==> config.mk <==
export PLATFORM = sky130hd
export DESIGN_NAME = mmfc_flash_ctrl
export DESIGN_NICKNAME = d
export VERILOG_FILES = /design/src/rtl/mmfc_addr_decode.v /design/src/rtl/mmfc_flash_ctrl.v
export VERILOG_INCLUDE_DIRS = /design/src /design/src/rtl
export SDC_FILE = /design/constraint.sdc
export NUM_CORES = 1
export LEC_CHECK = 0
export BUFFER_PORTS_ARGS = -buffer_cell sky130_fd_sc_hd__buf_2
export CAP_MARGIN = 20
export CORE_MARGIN = 3
export CORE_UTILIZATION = 40
export DETAILED_ROUTE_END_ITERATION = 10
export PLACE_DENSITY = 0.82
export SLEW_MARGIN = 30
export SYNTH_ARGS = -nofsm -noshare
export SYNTH_HDL_FRONTEND = slang
export SYNTH_SLANG_ARGS = --single-unit
==> constraint.sdc <==
create_clock -name i_sys_clk -period 1.7 [get_ports i_sys_clk]
set_input_delay 0.085 -clock i_sys_clk [delete_from_list [all_inputs] [get_ports i_sys_clk]]
set_output_delay 0.085 -clock i_sys_clk [all_outputs]
set_load 0.05 [all_outputs]
==> src/rtl/mmfc_consts.vh <==
/*
 * Constants for the memory map and flash control block: special register
 * addresses, field positions, command patterns, address ranges and reset values.
 * Assumes it is included by bare name from the block's design files.
 */
`ifndef MMFC_CONSTS_VH
`define MMFC_CONSTS_VH

`define MMFC_SFR_WIPE_COMMAND 8'h94
`define MMFC_SFR_NVM_CONTROL 8'hb2
`define MMFC_SFR_PAGE_SELECT 8'hb7

`define MMFC_BIT_PROG_ARM 0
`define MMFC_BIT_BULK_ARM 1
`define MMFC_BIT_CODE_LOCK 6

`define MMFC_PAT_PAGE_WIPE 8'h55
`define MMFC_PAT_BULK_WIPE 8'haa

`define MMFC_RST_PAGE_SELECT 8'h00
`define MMFC_RST_NVM_CONTROL 8'h00
`define MMFC_RST_SFR_RDATA 8'h00

`define MMFC_RESET_VECTOR 16'h0000
`define MMFC_FIRST_VECTOR 16'h0003
`define MMFC_VECTOR_SHIFT 3

`define MMFC_PAGE_OFFSET_BITS 9
`define MMFC_PAGE_SEL_MSB 7
`define MMFC_PAGE_SEL_LSB 1

`define MMFC_AUX_DATA_RAM_LAST 16'h07ff
`define MMFC_PERIPH_FIRST 16'hfc00
`define MMFC_AUX_DATA_RAM_AW 11
`define MMFC_PERIPH_AW 10

`define MMFC_CORE_DATA_RAM_UPPER_FIRST 8'h80
`define MMFC_BIT_AREA_BASE 8'h20

`endif

==> src/rtl/mmfc_addr_decode.v <==
/*
 * Combinational address decode for the core: external data space, internal
 * data space, register bank selection, bit-addressable area and vector entries.
 * Assumes the caller registers whatever it drives out of the block.
 */
`timescale 1ns/1ps
`default_nettype none
`include "mmfc_consts.vh"

module mmfc_addr_decode (
	input wire [15:0] i_xaddr,
	input wire [7:0] i_iaddr,
	input wire i_indirect,
	input wire [1:0] i_bank,
	input wire [2:0] i_reg_num,
	input wire [7:0] i_bit_addr,
	input wire [3:0] i_vec_index,
	output wire o_aux_data_ram_hit,
	output wire o_periph_hit,
	output wire o_sfr_sel,
	output wire o_core_data_ram_sel,
	output wire [7:0] o_reg_iaddr,
	output wire o_bit_in_ram,
	output wire [7:0] o_bit_byte_addr,
	output wire [2:0] o_bit_index,
	output wire [15:0] o_vec_addr
);

	// Only these two ranges are backed; anything else answers as unmapped.
	assign o_aux_data_ram_hit = (i_xaddr <= `MMFC_AUX_DATA_RAM_LAST);
	assign o_periph_hit = (i_xaddr >= `MMFC_PERIPH_FIRST);

	// The upper half is shared: direct reaches special registers, indirect reaches RAM.
	assign o_sfr_sel = (i_iaddr >= `MMFC_CORE_DATA_RAM_UPPER_FIRST) && !i_indirect;
	assign o_core_data_ram_sel = !o_sfr_sel;

	assign o_reg_iaddr = {3'b000, i_bank, i_reg_num};

	// Bit addresses with the top bit set belong to special registers.
	assign o_bit_in_ram = !i_bit_addr[7];
	assign o_bit_byte_addr = `MMFC_BIT_AREA_BASE + {4'b0000, i_bit_addr[6:3]};
	assign o_bit_index = i_bit_addr[2:0];

	assign o_vec_addr = `MMFC_FIRST_VECTOR + {9'b0_0000_0000, i_vec_index, 3'b000};

endmodule // mmfc_addr_decode

`default_nettype wire

==> src/rtl/mmfc_flash_ctrl.v <==
/*
 * Memory map and flash wipe/program sequencer sitting beside the core.
 * Holds the wipe command, page select and nvm control special registers,
 * routes external data moves to data RAM, peripherals or flash, and gates
 * debug reads with the code lock.
 * Assumes the core raises one special register or data move request per cycle,
 * holds it while stalled, and that the flash array answers each start pulse
 * with a done pulse no earlier than the next cycle.
 */
//
// Contract
// After reset fetching starts at address zero; only fetches and code moves read program.
// Interrupt vectors sit in low program memory, eight bytes apart, starting at three.
// External data 0000-07FF is data RAM, FC00-FFFF peripherals; nothing else backed.
// Bulk wipe needs the bulk arm bit set, then 0xAA to wipe command.
// Bulk wipe is refused unless the debug port is enabled when 0xAA arrives; the code checks the pin as synchronised, two cycles earlier.
// Page wipe needs a page select write, then 0x55 to wipe command.
// Flash is 128 pages of 512 bytes; page wipe clears exactly one.
// Page select bits 7:1 give flash address bits 15:9; bit 0 ignored.
// Any other wipe command value does nothing and changes no state.
// Software rewrites page select before every page wipe.
// Software sets the bulk arm bit again before every bulk wipe.
// Arm clear sends data writes to RAM; arm set sends pointer writes to flash.
// The program arm bit clears itself after each programmed byte.
// Program arm writes are ignored while interrupts are enabled.
// Code lock clears on reset, can only be set; writing zero does nothing.
// While locked, debug reads of flash and program RAM are blocked.
// Software sets the cpu clock to 3.6923 MHz before any flash operation.
// Upper internal addresses are special registers directly, RAM indirectly.
// Lowest 32 bytes are four banks of eight registers chosen by two status bits.
// The 16 bytes after the banks are bit addressable as bits 0x00-0x7F.
// While a wipe or program runs the core stalls and commands are ignored.
`timescale 1ns/1ps
`default_nettype none
`include "mmfc_consts.vh"

module mmfc_flash_ctrl (
	input wire i_sys_clk,
	input wire i_reset,
	input wire i_sfr_wr,
	input wire i_sfr_rd,
	input wire [7:0] i_sfr_addr,
	input wire [7:0] i_sfr_wdata,
	output wire o_sfr_hit,
	output wire [7:0] o_sfr_rdata,
	input wire i_irq_enabled,
	input wire i_debug_port_en,
	input wire i_xdata_wr,
	input wire i_xdata_rd,
	input wire i_xdata_data_pointer,
	input wire [15:0] i_xdata_addr,
	input wire [7:0] i_xdata_wdata,
	output wire o_aux_data_ram_we,
	output wire o_aux_data_ram_re,
	output wire [10:0] o_aux_data_ram_addr,
	output wire o_periph_we,
	output wire o_periph_re,
	output wire [9:0] o_periph_addr,
	output wire [7:0] o_xdata_wdata,
	output wire o_xdata_unmapped,
	input wire i_fetch_req,
	input wire i_code_move,
	input wire [15:0] i_prog_addr,
	output wire o_prog_rd_en,
	output wire [15:0] o_prog_rd_addr,
	input wire i_vec_take,
	input wire [3:0] i_vec_index,
	output wire [15:0] o_entry_addr,
	input wire [7:0] i_iaddr,
	input wire i_indirect,
	input wire [1:0] i_bank,
	input wire [2:0] i_reg_num,
	input wire [7:0] i_bit_addr,
	output wire o_sfr_sel,
	output wire o_core_data_ram_sel,
	output wire [7:0] o_reg_iaddr,
	output wire o_bit_in_ram,
	output wire [7:0] o_bit_byte_addr,
	output wire [2:0] o_bit_index,
	output wire o_flash_erase_page,
	output wire o_flash_erase_all,
	output wire [15:0] o_flash_erase_addr,
	output wire o_flash_prog,
	output wire [15:0] o_flash_prog_addr,
	output wire [7:0] o_flash_prog_data,
	input wire i_flash_done,
	output wire o_core_stall,
	input wire i_dbg_rd_req,
	output wire o_dbg_rd_grant,
	output wire o_code_lock
);

	localparam [3:0] ST_IDLE = 4'b0001;
	localparam [3:0] ST_PAGE = 4'b0010;
	localparam [3:0] ST_BULK = 4'b0100;
	localparam [3:0] ST_PROG = 4'b1000;

	reg [3:0] state_ff;
	reg [3:0] nxt_state;
	reg [7:0] page_ff;
	reg page_fresh_ff;
	reg bulk_arm_ff;
	reg prog_arm_ff;
	reg lock_ff;
	reg dbg_meta_ff;
	reg dbg_sync_ff;
	reg [7:0] sfr_rdata_ff;
	reg erase_page_ff;
	reg erase_all_ff;
	reg [15:0] erase_addr_ff;
	reg prog_ff;
	reg [15:0] prog_addr_ff;
	reg [7:0] prog_data_ff;
	reg aux_data_ram_we_ff;
	reg aux_data_ram_re_ff;
	reg [10:0] aux_data_ram_addr_ff;
	reg periph_we_ff;
	reg periph_re_ff;
	reg [9:0] periph_addr_ff;
	reg [7:0] xdata_wdata_ff;
	reg unmapped_ff;
	reg prog_rd_en_ff;
	reg [15:0] prog_rd_addr_ff;
	reg [15:0] entry_addr_ff;
	reg sfr_sel_ff;
	reg core_data_ram_sel_ff;
	reg [7:0] reg_iaddr_ff;
	reg bit_in_ram_ff;
	reg [7:0] bit_byte_addr_ff;
	reg [2:0] bit_index_ff;

	wire aux_data_ram_hit;
	wire periph_hit;
	wire dec_sfr_sel;
	wire dec_core_data_ram_sel;
	wire [7:0] dec_reg_iaddr;
	wire dec_bit_in_ram;
	wire [7:0] dec_bit_byte_addr;
	wire [2:0] dec_bit_index;
	wire [15:0] dec_vec_addr;

	wire idle = (state_ff == ST_IDLE);
	wire wr_wipe = i_sfr_wr && (i_sfr_addr == `MMFC_SFR_WIPE_COMMAND);
	wire wr_ctrl = i_sfr_wr && (i_sfr_addr == `MMFC_SFR_NVM_CONTROL);
	wire wr_page = i_sfr_wr && (i_sfr_addr == `MMFC_SFR_PAGE_SELECT);
	wire pat_page = (i_sfr_wdata == `MMFC_PAT_PAGE_WIPE);
	wire pat_bulk = (i_sfr_wdata == `MMFC_PAT_BULK_WIPE);
	wire start_page = idle && wr_wipe && pat_page && page_fresh_ff;
	wire start_bulk = idle && wr_wipe && pat_bulk && bulk_arm_ff && dbg_sync_ff;
	wire start_prog = idle && i_xdata_wr && i_xdata_data_pointer && prog_arm_ff;
	wire to_xdata = idle && !start_prog;

	mmfc_addr_decode u_decode (
		.i_xaddr(i_xdata_addr),
		.i_iaddr(i_iaddr),
		.i_indirect(i_indirect),
		.i_bank(i_bank),
		.i_reg_num(i_reg_num),
		.i_bit_addr(i_bit_addr),
		.i_vec_index(i_vec_index),
		.o_aux_data_ram_hit(aux_data_ram_hit),
		.o_periph_hit(periph_hit),
		.o_sfr_sel(dec_sfr_sel),
		.o_core_data_ram_sel(dec_core_data_ram_sel),
		.o_reg_iaddr(dec_reg_iaddr),
		.o_bit_in_ram(dec_bit_in_ram),
		.o_bit_byte_addr(dec_bit_byte_addr),
		.o_bit_index(dec_bit_index),
		.o_vec_addr(dec_vec_addr)
	);

	// The debug enable comes from a pin, so it is synchronised before use.
	always @(posedge i_sys_clk) begin
		if (i_reset) begin
			dbg_meta_ff <= 1'b0;
			dbg_sync_ff <= 1'b0;
		end else begin
			dbg_meta_ff <= i_debug_port_en;
			dbg_sync_ff <= dbg_meta_ff;
		end
	end

	always @* begin
		nxt_state = state_ff;
		case (state_ff)
			ST_IDLE: begin
				if (start_bulk)
					nxt_state = ST_BULK;
				else if (start_page)
					nxt_state = ST_PAGE;
				else if (start_prog)
					nxt_state = ST_PROG;
			end
			ST_PAGE, ST_BULK, ST_PROG: begin
				if (i_flash_done)
					nxt_state = ST_IDLE;
			end
			default: nxt_state = ST_IDLE;
		endcase
	end

	always @(posedge i_sys_clk) begin
		if (i_reset) begin
			state_ff <= ST_IDLE;
			page_ff <= `MMFC_RST_PAGE_SELECT;
			page_fresh_ff <= 1'b0;
			bulk_arm_ff <= 1'b0;
			prog_arm_ff <= 1'b0;
			lock_ff <= 1'b0;
		end else begin
			state_ff <= nxt_state;
			// A page address is consumed by the wipe it starts.
			if (start_page)
				page_fresh_ff <= 1'b0;
			if (wr_page && idle) begin
				page_ff <= i_sfr_wdata;
				page_fresh_ff <= 1'b1;
			end
			// A bulk pattern consumes the arm even when refused, so no arm lingers.
			if (wr_wipe && pat_bulk && idle)
				bulk_arm_ff <= 1'b0;
			if (start_prog)
				prog_arm_ff <= 1'b0;
			if (wr_ctrl && idle) begin
				if (!wr_wipe)
					bulk_arm_ff <= i_sfr_wdata[`MMFC_BIT_BULK_ARM];
				if (!i_irq_enabled)
					prog_arm_ff <= i_sfr_wdata[`MMFC_BIT_PROG_ARM];
				if (i_sfr_wdata[`MMFC_BIT_CODE_LOCK])
					lock_ff <= 1'b1;
			end
		end
	end

	// Wipe command reads as zero since it is write only; unknown addresses are not claimed.
	assign o_sfr_hit = (i_sfr_addr == `MMFC_SFR_WIPE_COMMAND) ||
		(i_sfr_addr == `MMFC_SFR_NVM_CONTROL) || (i_sfr_addr == `MMFC_SFR_PAGE_SELECT);

	always @(posedge i_sys_clk) begin
		if (i_reset) begin
			sfr_rdata_ff <= `MMFC_RST_SFR_RDATA;
		end else if (i_sfr_rd) begin
			case (i_sfr_addr)
				`MMFC_SFR_NVM_CONTROL: sfr_rdata_ff <= {1'b0, lock_ff, 4'b0000, bulk_arm_ff,
					prog_arm_ff};
				`MMFC_SFR_PAGE_SELECT: sfr_rdata_ff <= page_ff;
				default: sfr_rdata_ff <= `MMFC_RST_SFR_RDATA;
			endcase
		end
	end

	always @(posedge i_sys_clk) begin
		if (i_reset) begin
			erase_page_ff <= 1'b0;
			erase_all_ff <= 1'b0;
			erase_addr_ff <= 16'h0000;
			prog_ff <= 1'b0;
			prog_addr_ff <= 16'h0000;
			prog_data_ff <= 8'h00;
		end else begin
			// Other patterns fall through here and start nothing.
			erase_page_ff <= start_page && !start_bulk;
			erase_all_ff <= start_bulk;
			prog_ff <= start_prog;
			if (start_page)
				erase_addr_ff <= {page_ff[`MMFC_PAGE_SEL_MSB:`MMFC_PAGE_SEL_LSB],
					{`MMFC_PAGE_OFFSET_BITS{1'b0}}};
			if (start_prog) begin
				prog_addr_ff <= i_xdata_addr;
				prog_data_ff <= i_xdata_wdata;
			end
		end
	end

	always @(posedge i_sys_clk) begin
		if (i_reset) begin
			aux_data_ram_we_ff <= 1'b0;
			aux_data_ram_re_ff <= 1'b0;
			aux_data_ram_addr_ff <= 11'h000;
			periph_we_ff <= 1'b0;
			periph_re_ff <= 1'b0;
			periph_addr_ff <= 10'h000;
			xdata_wdata_ff <= 8'h00;
			unmapped_ff <= 1'b0;
		end else begin
			aux_data_ram_we_ff <= to_xdata && i_xdata_wr && aux_data_ram_hit;
			aux_data_ram_re_ff <= to_xdata && i_xdata_rd && aux_data_ram_hit;
			periph_we_ff <= to_xdata && i_xdata_wr && periph_hit;
			periph_re_ff <= to_xdata && i_xdata_rd && periph_hit;
			unmapped_ff <= to_xdata && (i_xdata_wr || i_xdata_rd) && !aux_data_ram_hit &&
				!periph_hit;
			aux_data_ram_addr_ff <= i_xdata_addr[`MMFC_AUX_DATA_RAM_AW-1:0];
			periph_addr_ff <= i_xdata_addr[`MMFC_PERIPH_AW-1:0];
			xdata_wdata_ff <= i_xdata_wdata;
		end
	end

	// Program space has no data-move read path; only fetch and code move reach it.
	always @(posedge i_sys_clk) begin
		if (i_reset) begin
			prog_rd_en_ff <= 1'b0;
			prog_rd_addr_ff <= `MMFC_RESET_VECTOR;
			entry_addr_ff <= `MMFC_RESET_VECTOR;
		end else begin
			prog_rd_en_ff <= idle && (i_fetch_req || i_code_move);
			if (idle && (i_fetch_req || i_code_move))
				prog_rd_addr_ff <= i_prog_addr;
			if (i_vec_take)
				entry_addr_ff <= dec_vec_addr;
		end
	end

	always @(posedge i_sys_clk) begin
		if (i_reset) begin
			sfr_sel_ff <= 1'b0;
			core_data_ram_sel_ff <= 1'b0;
			reg_iaddr_ff <= 8'h00;
			bit_in_ram_ff <= 1'b0;
			bit_byte_addr_ff <= 8'h00;
			bit_index_ff <= 3'b000;
		end else begin
			sfr_sel_ff <= dec_sfr_sel;
			core_data_ram_sel_ff <= dec_core_data_ram_sel;
			reg_iaddr_ff <= dec_reg_iaddr;
			bit_in_ram_ff <= dec_bit_in_ram;
			bit_byte_addr_ff <= dec_bit_byte_addr;
			bit_index_ff <= dec_bit_index;
		end
	end

	// Stalling the core is simpler than queueing commands behind an unknown wipe time.
	assign o_core_stall = !idle;
	assign o_dbg_rd_grant = i_dbg_rd_req && !lock_ff;
	assign o_code_lock = lock_ff;
	assign o_sfr_rdata = sfr_rdata_ff;
	assign o_flash_erase_page = erase_page_ff;
	assign o_flash_erase_all = erase_all_ff;
	assign o_flash_erase_addr = erase_addr_ff;
	assign o_flash_prog = prog_ff;
	assign o_flash_prog_addr = prog_addr_ff;
	assign o_flash_prog_data = prog_data_ff;
	assign o_aux_data_ram_we = aux_data_ram_we_ff;
	assign o_aux_data_ram_re = aux_data_ram_re_ff;
	assign o_aux_data_ram_addr = aux_data_ram_addr_ff;
	assign o_periph_we = periph_we_ff;
	assign o_periph_re = periph_re_ff;
	assign o_periph_addr = periph_addr_ff;
	assign o_xdata_wdata = xdata_wdata_ff;
	assign o_xdata_unmapped = unmapped_ff;
	assign o_prog_rd_en = prog_rd_en_ff;
	assign o_prog_rd_addr = prog_rd_addr_ff;
	assign o_entry_addr = entry_addr_ff;
	assign o_sfr_sel = sfr_sel_ff;
	assign o_core_data_ram_sel = core_data_ram_sel_ff;
	assign o_reg_iaddr = reg_iaddr_ff;
	assign o_bit_in_ram = bit_in_ram_ff;
	assign o_bit_byte_addr = bit_byte_addr_ff;
	assign o_bit_index = bit_index_ff;

endmodule // mmfc_flash_ctrl

`default_nettype wire

Word level (Yosys, flattened, before mapping):

Index checks and enable logic that the tools add are counted.

* output and inout port bits: 144
* logic and storage cells: 110
* memories kept: 0
* register bits after elaboration: 149
* bits of input ports: 96
* latch bits: 0
* bits in read-only memories: 0
* RAM bits: 0

* magnitude comparators: 3
* shift-type cells: 0
* $add $sub $neg: 2
* divide/modulo/power cells: 0
* equal/unequal tests: 11
* multipliers: 0
* bitwise gates (word level): 0
* reduce and logical (&&, ||, !) cells: 47
* muxes and demuxes: 14

Operator list (number)
* $eq 8x8->1 const B: 4
* $logic_and 1x1->1: 30
* $ge 16x16->1 const B: 1
* $le 16x11->1 const B: 1
* $mux 4: 4
* $pmux 8 s2: 1
* $logic_not 1->1: 9
* $add 2x7->8 const A: 1
* $eq 8x7->1 const B: 1
* $ge 8x8->1 const B: 1
* $mux 1: 8
* $pmux 4 s2: 1
* $add 6x4->7 const A: 1
* $eq 4x1->1 const B: 1
* $eq 4x2->1 const B: 1
* $eq 4x3->1 const B: 1
* $eq 4x4->1 const B: 1
* $logic_or 1x1->1: 4
* $ne 4x1->1 const B: 1
* $reduce_and 2->1: 2
* $reduce_or 3->1: 1
* $ne 2x2->1 const B: 1
* $reduce_bool 2->1: 1

Longest topological paths before layout:

* depth after elaboration: 9
* mapped depth: 7
* depth with buffers taken out: 5

Modules after synthesis:

Synthesis repeated with hierarchy kept, for this count alone.

* cell total of the unflattened synthesis: 577
* area total of the unflattened synthesis: 5211.2 sq um

Modules (own cells, without submodules)
* mmfc_flash_ctrl: area an instance 4902.2 sq um, times used 1, seq. area each 2782.7 sq um, cells an instance 532
* mmfc_addr_decode: area an instance 309.0 sq um, times used 1, seq. area each 0.0 sq um, cells an instance 45

Worst setup path after synthesis:

OpenSTA, ideal clock, no wires.

* kind: register -> register
* start point: reg state_ff[1]
* end point: reg prog_addr_ff[0] (netlist: o_flash_prog_addr[0])
* path slack: -78 ps
* clock period less this slack: 1778 ps
* library setup time: 132 ps
* stages on the path, launching flop included: 8
* data arrival time: 1645 ps
* path buffers: 2
* data required time: 1568 ps
* cells stage by stage: dfxtp_1 > nor4b_4 > inv_2 > or2_1 > buf_2 > buf_2 > nand2_1 > a21oi_1

* cells in the longest elaborated chain, start to end: 4

RTL lines
* start, declared: line mmfc_flash_ctrl.v:98 `reg [3:0] state_ff;`
* start signal, assigned: line mmfc_flash_ctrl.v:211 `state_ff <= nxt_state;`
* $eq 4x1->1: line mmfc_flash_ctrl.v:142 `wire idle = (state_ff == ST_IDLE);`
* $logic_and 1x1->1 (3 in a row): line mmfc_flash_ctrl.v:150 `wire start_prog = idle && i_xdata_wr && i_xdata_data_pointer && prog_arm_ff;`
* end signal, assigned: line mmfc_flash_ctrl.v:269 `prog_addr_ff <= i_xdata_addr;`
* end, declared: line mmfc_flash_ctrl.v:112 `reg [15:0] prog_addr_ff;`

No other way between the ends.
A chain may end at the register's enable or synchronous reset.

Worst setup path in the final report:

* start point: reg state_ff[1]
* end point: reg state_ff[3]

* cells in the longest elaborated chain, start to end: 7
* elaborated cells on any way between the ends: 20
* those cells by class: 6 x eq/ne; 3 x mux; 11 x reduce/logical

RTL lines (line)
* $eq 4x1->1: mmfc_flash_ctrl.v:142, mmfc_flash_ctrl.v:185
* $logic_and 1x1->1: mmfc_flash_ctrl.v:148, mmfc_flash_ctrl.v:149
* $logic_and 1x1->1 (on tied branches) (2 in a row): mmfc_flash_ctrl.v:148, mmfc_flash_ctrl.v:149
* $mux 4 / $logic_and 1x1->1 (equally long branches): mmfc_flash_ctrl.v:189, mmfc_flash_ctrl.v:149
* $mux 4 / $ne 4x1->1 (equally long branches)
* $pmux 4 s2 / $reduce_and 2->1 (equally long branches)

Parallel ways exist; a longest one is shown, timed or not.

==> results <==
- The area growth from synthesis to final layout is 54.2%.
- After global routing the overflow that remains totals 0.
- The number of synthesized register bits is 122.
- Summed over all layers, the routed wires come to 13.6 mm.
- The standby leakage power is 3.22 nW.
- The die is 112 um tall.
- The arrival time of data at the critical path endpoint is 1.92 ns.
- The largest single stage delay on the critical path is 0.43 ns.
- Traced cell by cell, the critical path runs through nor4b_4, buf_4, nand4_1, or3_4, o2111a_1.
- The start of the worst register-to-register path is state_ff[1]$_SDFFE_PP0P_.
- At the end of routability-driven placement, the weighted congestion stood at 0.790.
- Using the TritonRoute via totals, the vias-per-cell ratio works out to 4.81.
- The worst setup path is of the flip-flop to flip-flop kind.
- For this configuration, the core starts out at a cell density of 0.412.
- Of the total power, the clock network draws 0.461.
- Detailed routing placed a total of 1.16 mm of wire on met3.
- The width of the chip is 112 um.
- The number of distinct library cell variants in the gate-level netlist after synthesis is 41.
- The count of maximum capacitance violations is 0.
- The worst-case clock buffer depth is 2.
- Once detailed placement completed, the half-perimeter wirelength came to 8.54 mm.
- The root buffer cell is sky130_fd_sc_hd__clkbuf_16.
- The top routing layer in use is met4.
- Data on the critical path is required at its endpoint by 2.00 ns.
- For hold timing, the worst endpoint is o_entry_addr[1]$_SDFFE_PP0P_.
- In this run the critical register-to-register path is captured at state_ff[3]$_SDFFE_PP0P_.
- The final routed wire length divided by cell count is 14.6 um.
- The residual DRC count is 0.
- After the first detailed-routing iteration, the DRC count stood at 355.
- The design draws 7.40 mW.
- Leaving out fill and tap cells, the most frequent cell in the layout is sky130_fd_sc_hd__buf_2.
- The net switching power is 2.05 mW.
- The first global-routing pass estimated 21.3 mm of wire.
- The maximum number of pins on one net before global-route repair is 50.
- During I/O placement, the number of pins put on the boundary was 240.
- On the final layout, the worst clock skew is 0.00685 ns.
- The flow ran to the end, and the final reports show no timing, DRC or antenna violations.
- The final net count is 880.
- TritonCTS built the clock tree.
- The final count of negative-setup-slack endpoints is 0.
- The period utilization is 0.951.
- During synthesis, Yosys emitted a total of 0 warnings.
- Measured on the finished design, the core utilization comes to 0.635.
- The instance count after placement with tap cells included is 831.
- The number of clock buffers inserted by TritonCTS is 17.
- The count of cells along the worst register-to-register path is 5.
- The die area is 12,600 sq um.
- The part of the power in combinational logic is 0.137.
- For this block, wires on met1 add up to 5.28 mm.
- Buffers placed on the I/O ports in this run total 207.
- Of the total power, the share spent switching nets is 0.277.
- The register share of total power is 0.402.
- The filler cells instantiated in the layout total 883.
- The number of antenna violations at the first check in global routing came to 1.
- Across all layers, the routed design uses 4,508 vias.
- Across all register-to-register paths, the minimum setup slack is 0.08 ns.
- After detailed placement, the total cell area comes to 5610 sq um.
- The design internal power is 5.35 mW.
- The clock transition at the register clock pins on the worst setup and hold paths after CTS is 0.06 ns.
- For this run, the leading register cell type out of synthesis is sky130_fd_sc_hd__dfxtp_1.
- In the final layout, the share of cells above drive strength 1 is 0.335.
- For this run, the total global-route usage over all layers was measured as 0.212.
- Each instance of the synthesized netlist takes up on average 8.89 sq um.
- In this run, synthesis inferred 0 flip-flops with an integrated enable.
- Leaving out fill and tap cells, the most frequent cells in the layout are sky130_fd_sc_hd__buf_2, sky130_fd_sc_hd__dfxtp_1, sky130_fd_sc_hd__nand2_1.
- The via count of the first global-routing pass is 4,378.
- At the pin with the least slew margin, the transition time is 0.533 ns.
- For the finished layout, the period the worst path requires is 1.62 ns.
- Prior to clock tree synthesis, the placed netlist has a worst setup slack of 0.0808 ns.
- In this run the most critical hold path is launched from i_vec_take.
- After floorplanning, the core was sized to cover 10,900 sq um.
- The length of the first detailed-routing pass in iterations is 4.
- The worst supply voltage drop on vdd is 0.000739 V.
- The worst hold path cell count is 3.
- The count of placed standard cells in the final layout, fillers left out is 937.
- The initialized floorplan defines 38 standard-cell rows.
- The headroom to the max-slew limit is 0.644.
- The number of hold violations in the final report is 0.
- The cell area after technology mapping is 4500 sq um.
- The maximum clock frequency is 619 MHz.
- The maximum level of the CTS H-tree is 4.
- Once routing completed, OpenROAD measured the worst setup slack at 0.0832 ns.
- The power per standard cell area is 1070 nW/um^2.
- In the synthesized netlist the async set-or-reset flop fraction comes to 0.
- Once detail routing completed, the nets flagged for antenna violations numbered 0.
- STA classifies the critical path startpoint as a flip-flop.
- After detailed routing, the met2 layer carries 6.97 mm of wire.
- The worst setup path is captured at a flip-flop.
- The number of pins exceeding their max-slew limit in the final report came to 0.
- The slowest cell on the critical path is sky130_fd_sc_hd__or3_4.
- Of the synthesized area, sequential elements account for 0.543.
- The worst-skew pair later-pin latency is 0.41 ns.
- The tree built by TritonCTS fans out to 122 sinks.
- The synthesized instance count is 506.
- The path type of the worst min-delay path is primary input to flip-flop.
- Along the worst path, the maximum fanout reaches 6.
- After routing the design area is 6940 sq um.
-- worst max path at each step --
stage | start | to | slack (ns)
CTS | i_sfr_wdata[3] | o_flash_erase_addr[10]$_SDFFE_PP0P_ | 0.04
finish | state_ff[1]$_SDFFE_PP0P_ | state_ff[3]$_SDFFE_PP0P_ | 0.08
global placement | state_ff[2]$_SDFFE_PP0P_ | state_ff[3]$_SDFFE_PP0P_ | 0.11
floorplan | state_ff[2]$_SDFFE_PP0P_ | o_flash_prog_addr[0]$_SDFFE_PP0P_ | -0.005
detailed placement | state_ff[2]$_SDFFE_PP0P_ | state_ff[3]$_SDFFE_PP0P_ | 0.08
global route | state_ff[1]$_SDFFE_PP0P_ | state_ff[3]$_SDFFE_PP0P_ | -0.005
-- registers in the layout, indices dropped and copies added, names as in the netlist, 3 cells and up --
register	cells
o_flash_prog_addr	16
o_prog_rd_addr	16
o_aux_data_ram_addr	11
o_flash_prog_data	8
o_sfr_rdata	8
o_xdata_wdata	8
page_ff	8
o_flash_erase_addr	7
o_bit_byte_addr	5
o_entry_addr	5
o_reg_iaddr	5
state_ff	4
o_bit_index	3
-- power by group through the flow --
stage          Combinational (mW)  Sequential [mW]  Clock (mW)
2_1_floorplan               0.384             3.31           0
3_3_place_gp                0.856             3.03           0
3_5_place_dp                0.860             3.03           0
4_1_cts                     0.995             2.97        3.48
6_report                     1.01             2.97        3.41
5_1_grt                      1.06             2.98        3.63
-- layout make-up --
type / instances / area [sq um] / area share
inverter: 4 / 17.5 / 0.00252
clock inverter: 12 / 116 / 0.0168
clock buffer: 19 / 453 / 0.0653
tap: 140 / 175 / 0.0252
antenna: 1 / 2.50 / 0.000361
timing repair buffer: 299 / 1960 / 0.283
multi-input combinational: 340 / 1770 / 0.255
sequential: 122 / 2440 / 0.352
-- cell usage after synthesis (2+ instances only) --
library cell,number,share of area
sky130_fd_sc_hd__a22o_1,3,0.0058
sky130_fd_sc_hd__dfxtp_1,122,0.54
sky130_fd_sc_hd__nor3_1,2,0.0022
sky130_fd_sc_hd__o21a_1,2,0.0033
sky130_fd_sc_hd__and4_1,3,0.0058
sky130_fd_sc_hd__nand3_1,14,0.016
sky130_fd_sc_hd__nor4b_1,2,0.0039
sky130_fd_sc_hd__nor2b_1,40,0.056
sky130_fd_sc_hd__buf_4,36,0.060
sky130_fd_sc_hd__nand2b_1,3,0.0042
sky130_fd_sc_hd__and2_0,2,0.0028
sky130_fd_sc_hd__nor4bb_1,4,0.0089
sky130_fd_sc_hd__buf_2,8,0.0089
sky130_fd_sc_hd__o21ai_0,19,0.021
sky130_fd_sc_hd__clkbuf_1,17,0.014
sky130_fd_sc_hd__a21oi_1,68,0.076
sky130_fd_sc_hd__mux2i_1,4,0.0089
sky130_fd_sc_hd__nand3b_1,2,0.0033
sky130_fd_sc_hd__inv_1,3,0.0025
sky130_fd_sc_hd__and3_1,5,0.0070
sky130_fd_sc_hd__a31oi_1,3,0.0042
sky130_fd_sc_hd__nor2_1,25,0.021
sky130_fd_sc_hd__nand2_1,87,0.073
sky130_fd_sc_hd__nand4_1,11,0.015
sky130_fd_sc_hd__and2_1,2,0.0028
sky130_fd_sc_hd__nor2_2,2,0.0028
sky130_fd_sc_hd__buf_1,3,0.0025
-- layer usage --
layer,GRT usage,vias up
met5,0,-
met4,0.0705,0
met3,0.0868,18
met2,0.372,205
met1,0.232,2092
li1,-,2193
-- cells by family (layout without fill, tap and decap cells) --
group,after synthesis,in the layout,synth area share
flops,122,122,0.543
buf+inv,68,334,0.0890
mux,4,4,0.00890
compound gates,100,100,0.119
simple gates,211,211,0.240
other cells,1,26,0.000833
-- what timing repair did --
item,4_1_cts,5_1_grt
endpoints found under the hold margin,95,0
hold buffers,73,0
gates resized for setup,0,7
setup endpoints to repair,0,11
buffers inserted,0,1
-- worst max-delay path, delay by kind of cell, from the launching register on --
family | cells | cell delay (ns)
AOI/OAI and AO/OA | 1 | 0.13
DFF | 1 | 0.34
buffers and inverters | 1 | 0.19
and+or+nand+nor | 3 | 0.86
-- per-stage QoR --
stage	TNS (ns)	hold slack, ns
after floorplan	-0.0951	0.157
after global placement	0	0.242
after detailed placement	0	0.258
after CTS	0	0.00434
after global routing	-0.00541	0.0216
final	0	0.0234
Power figures use the tool's default switching activity.
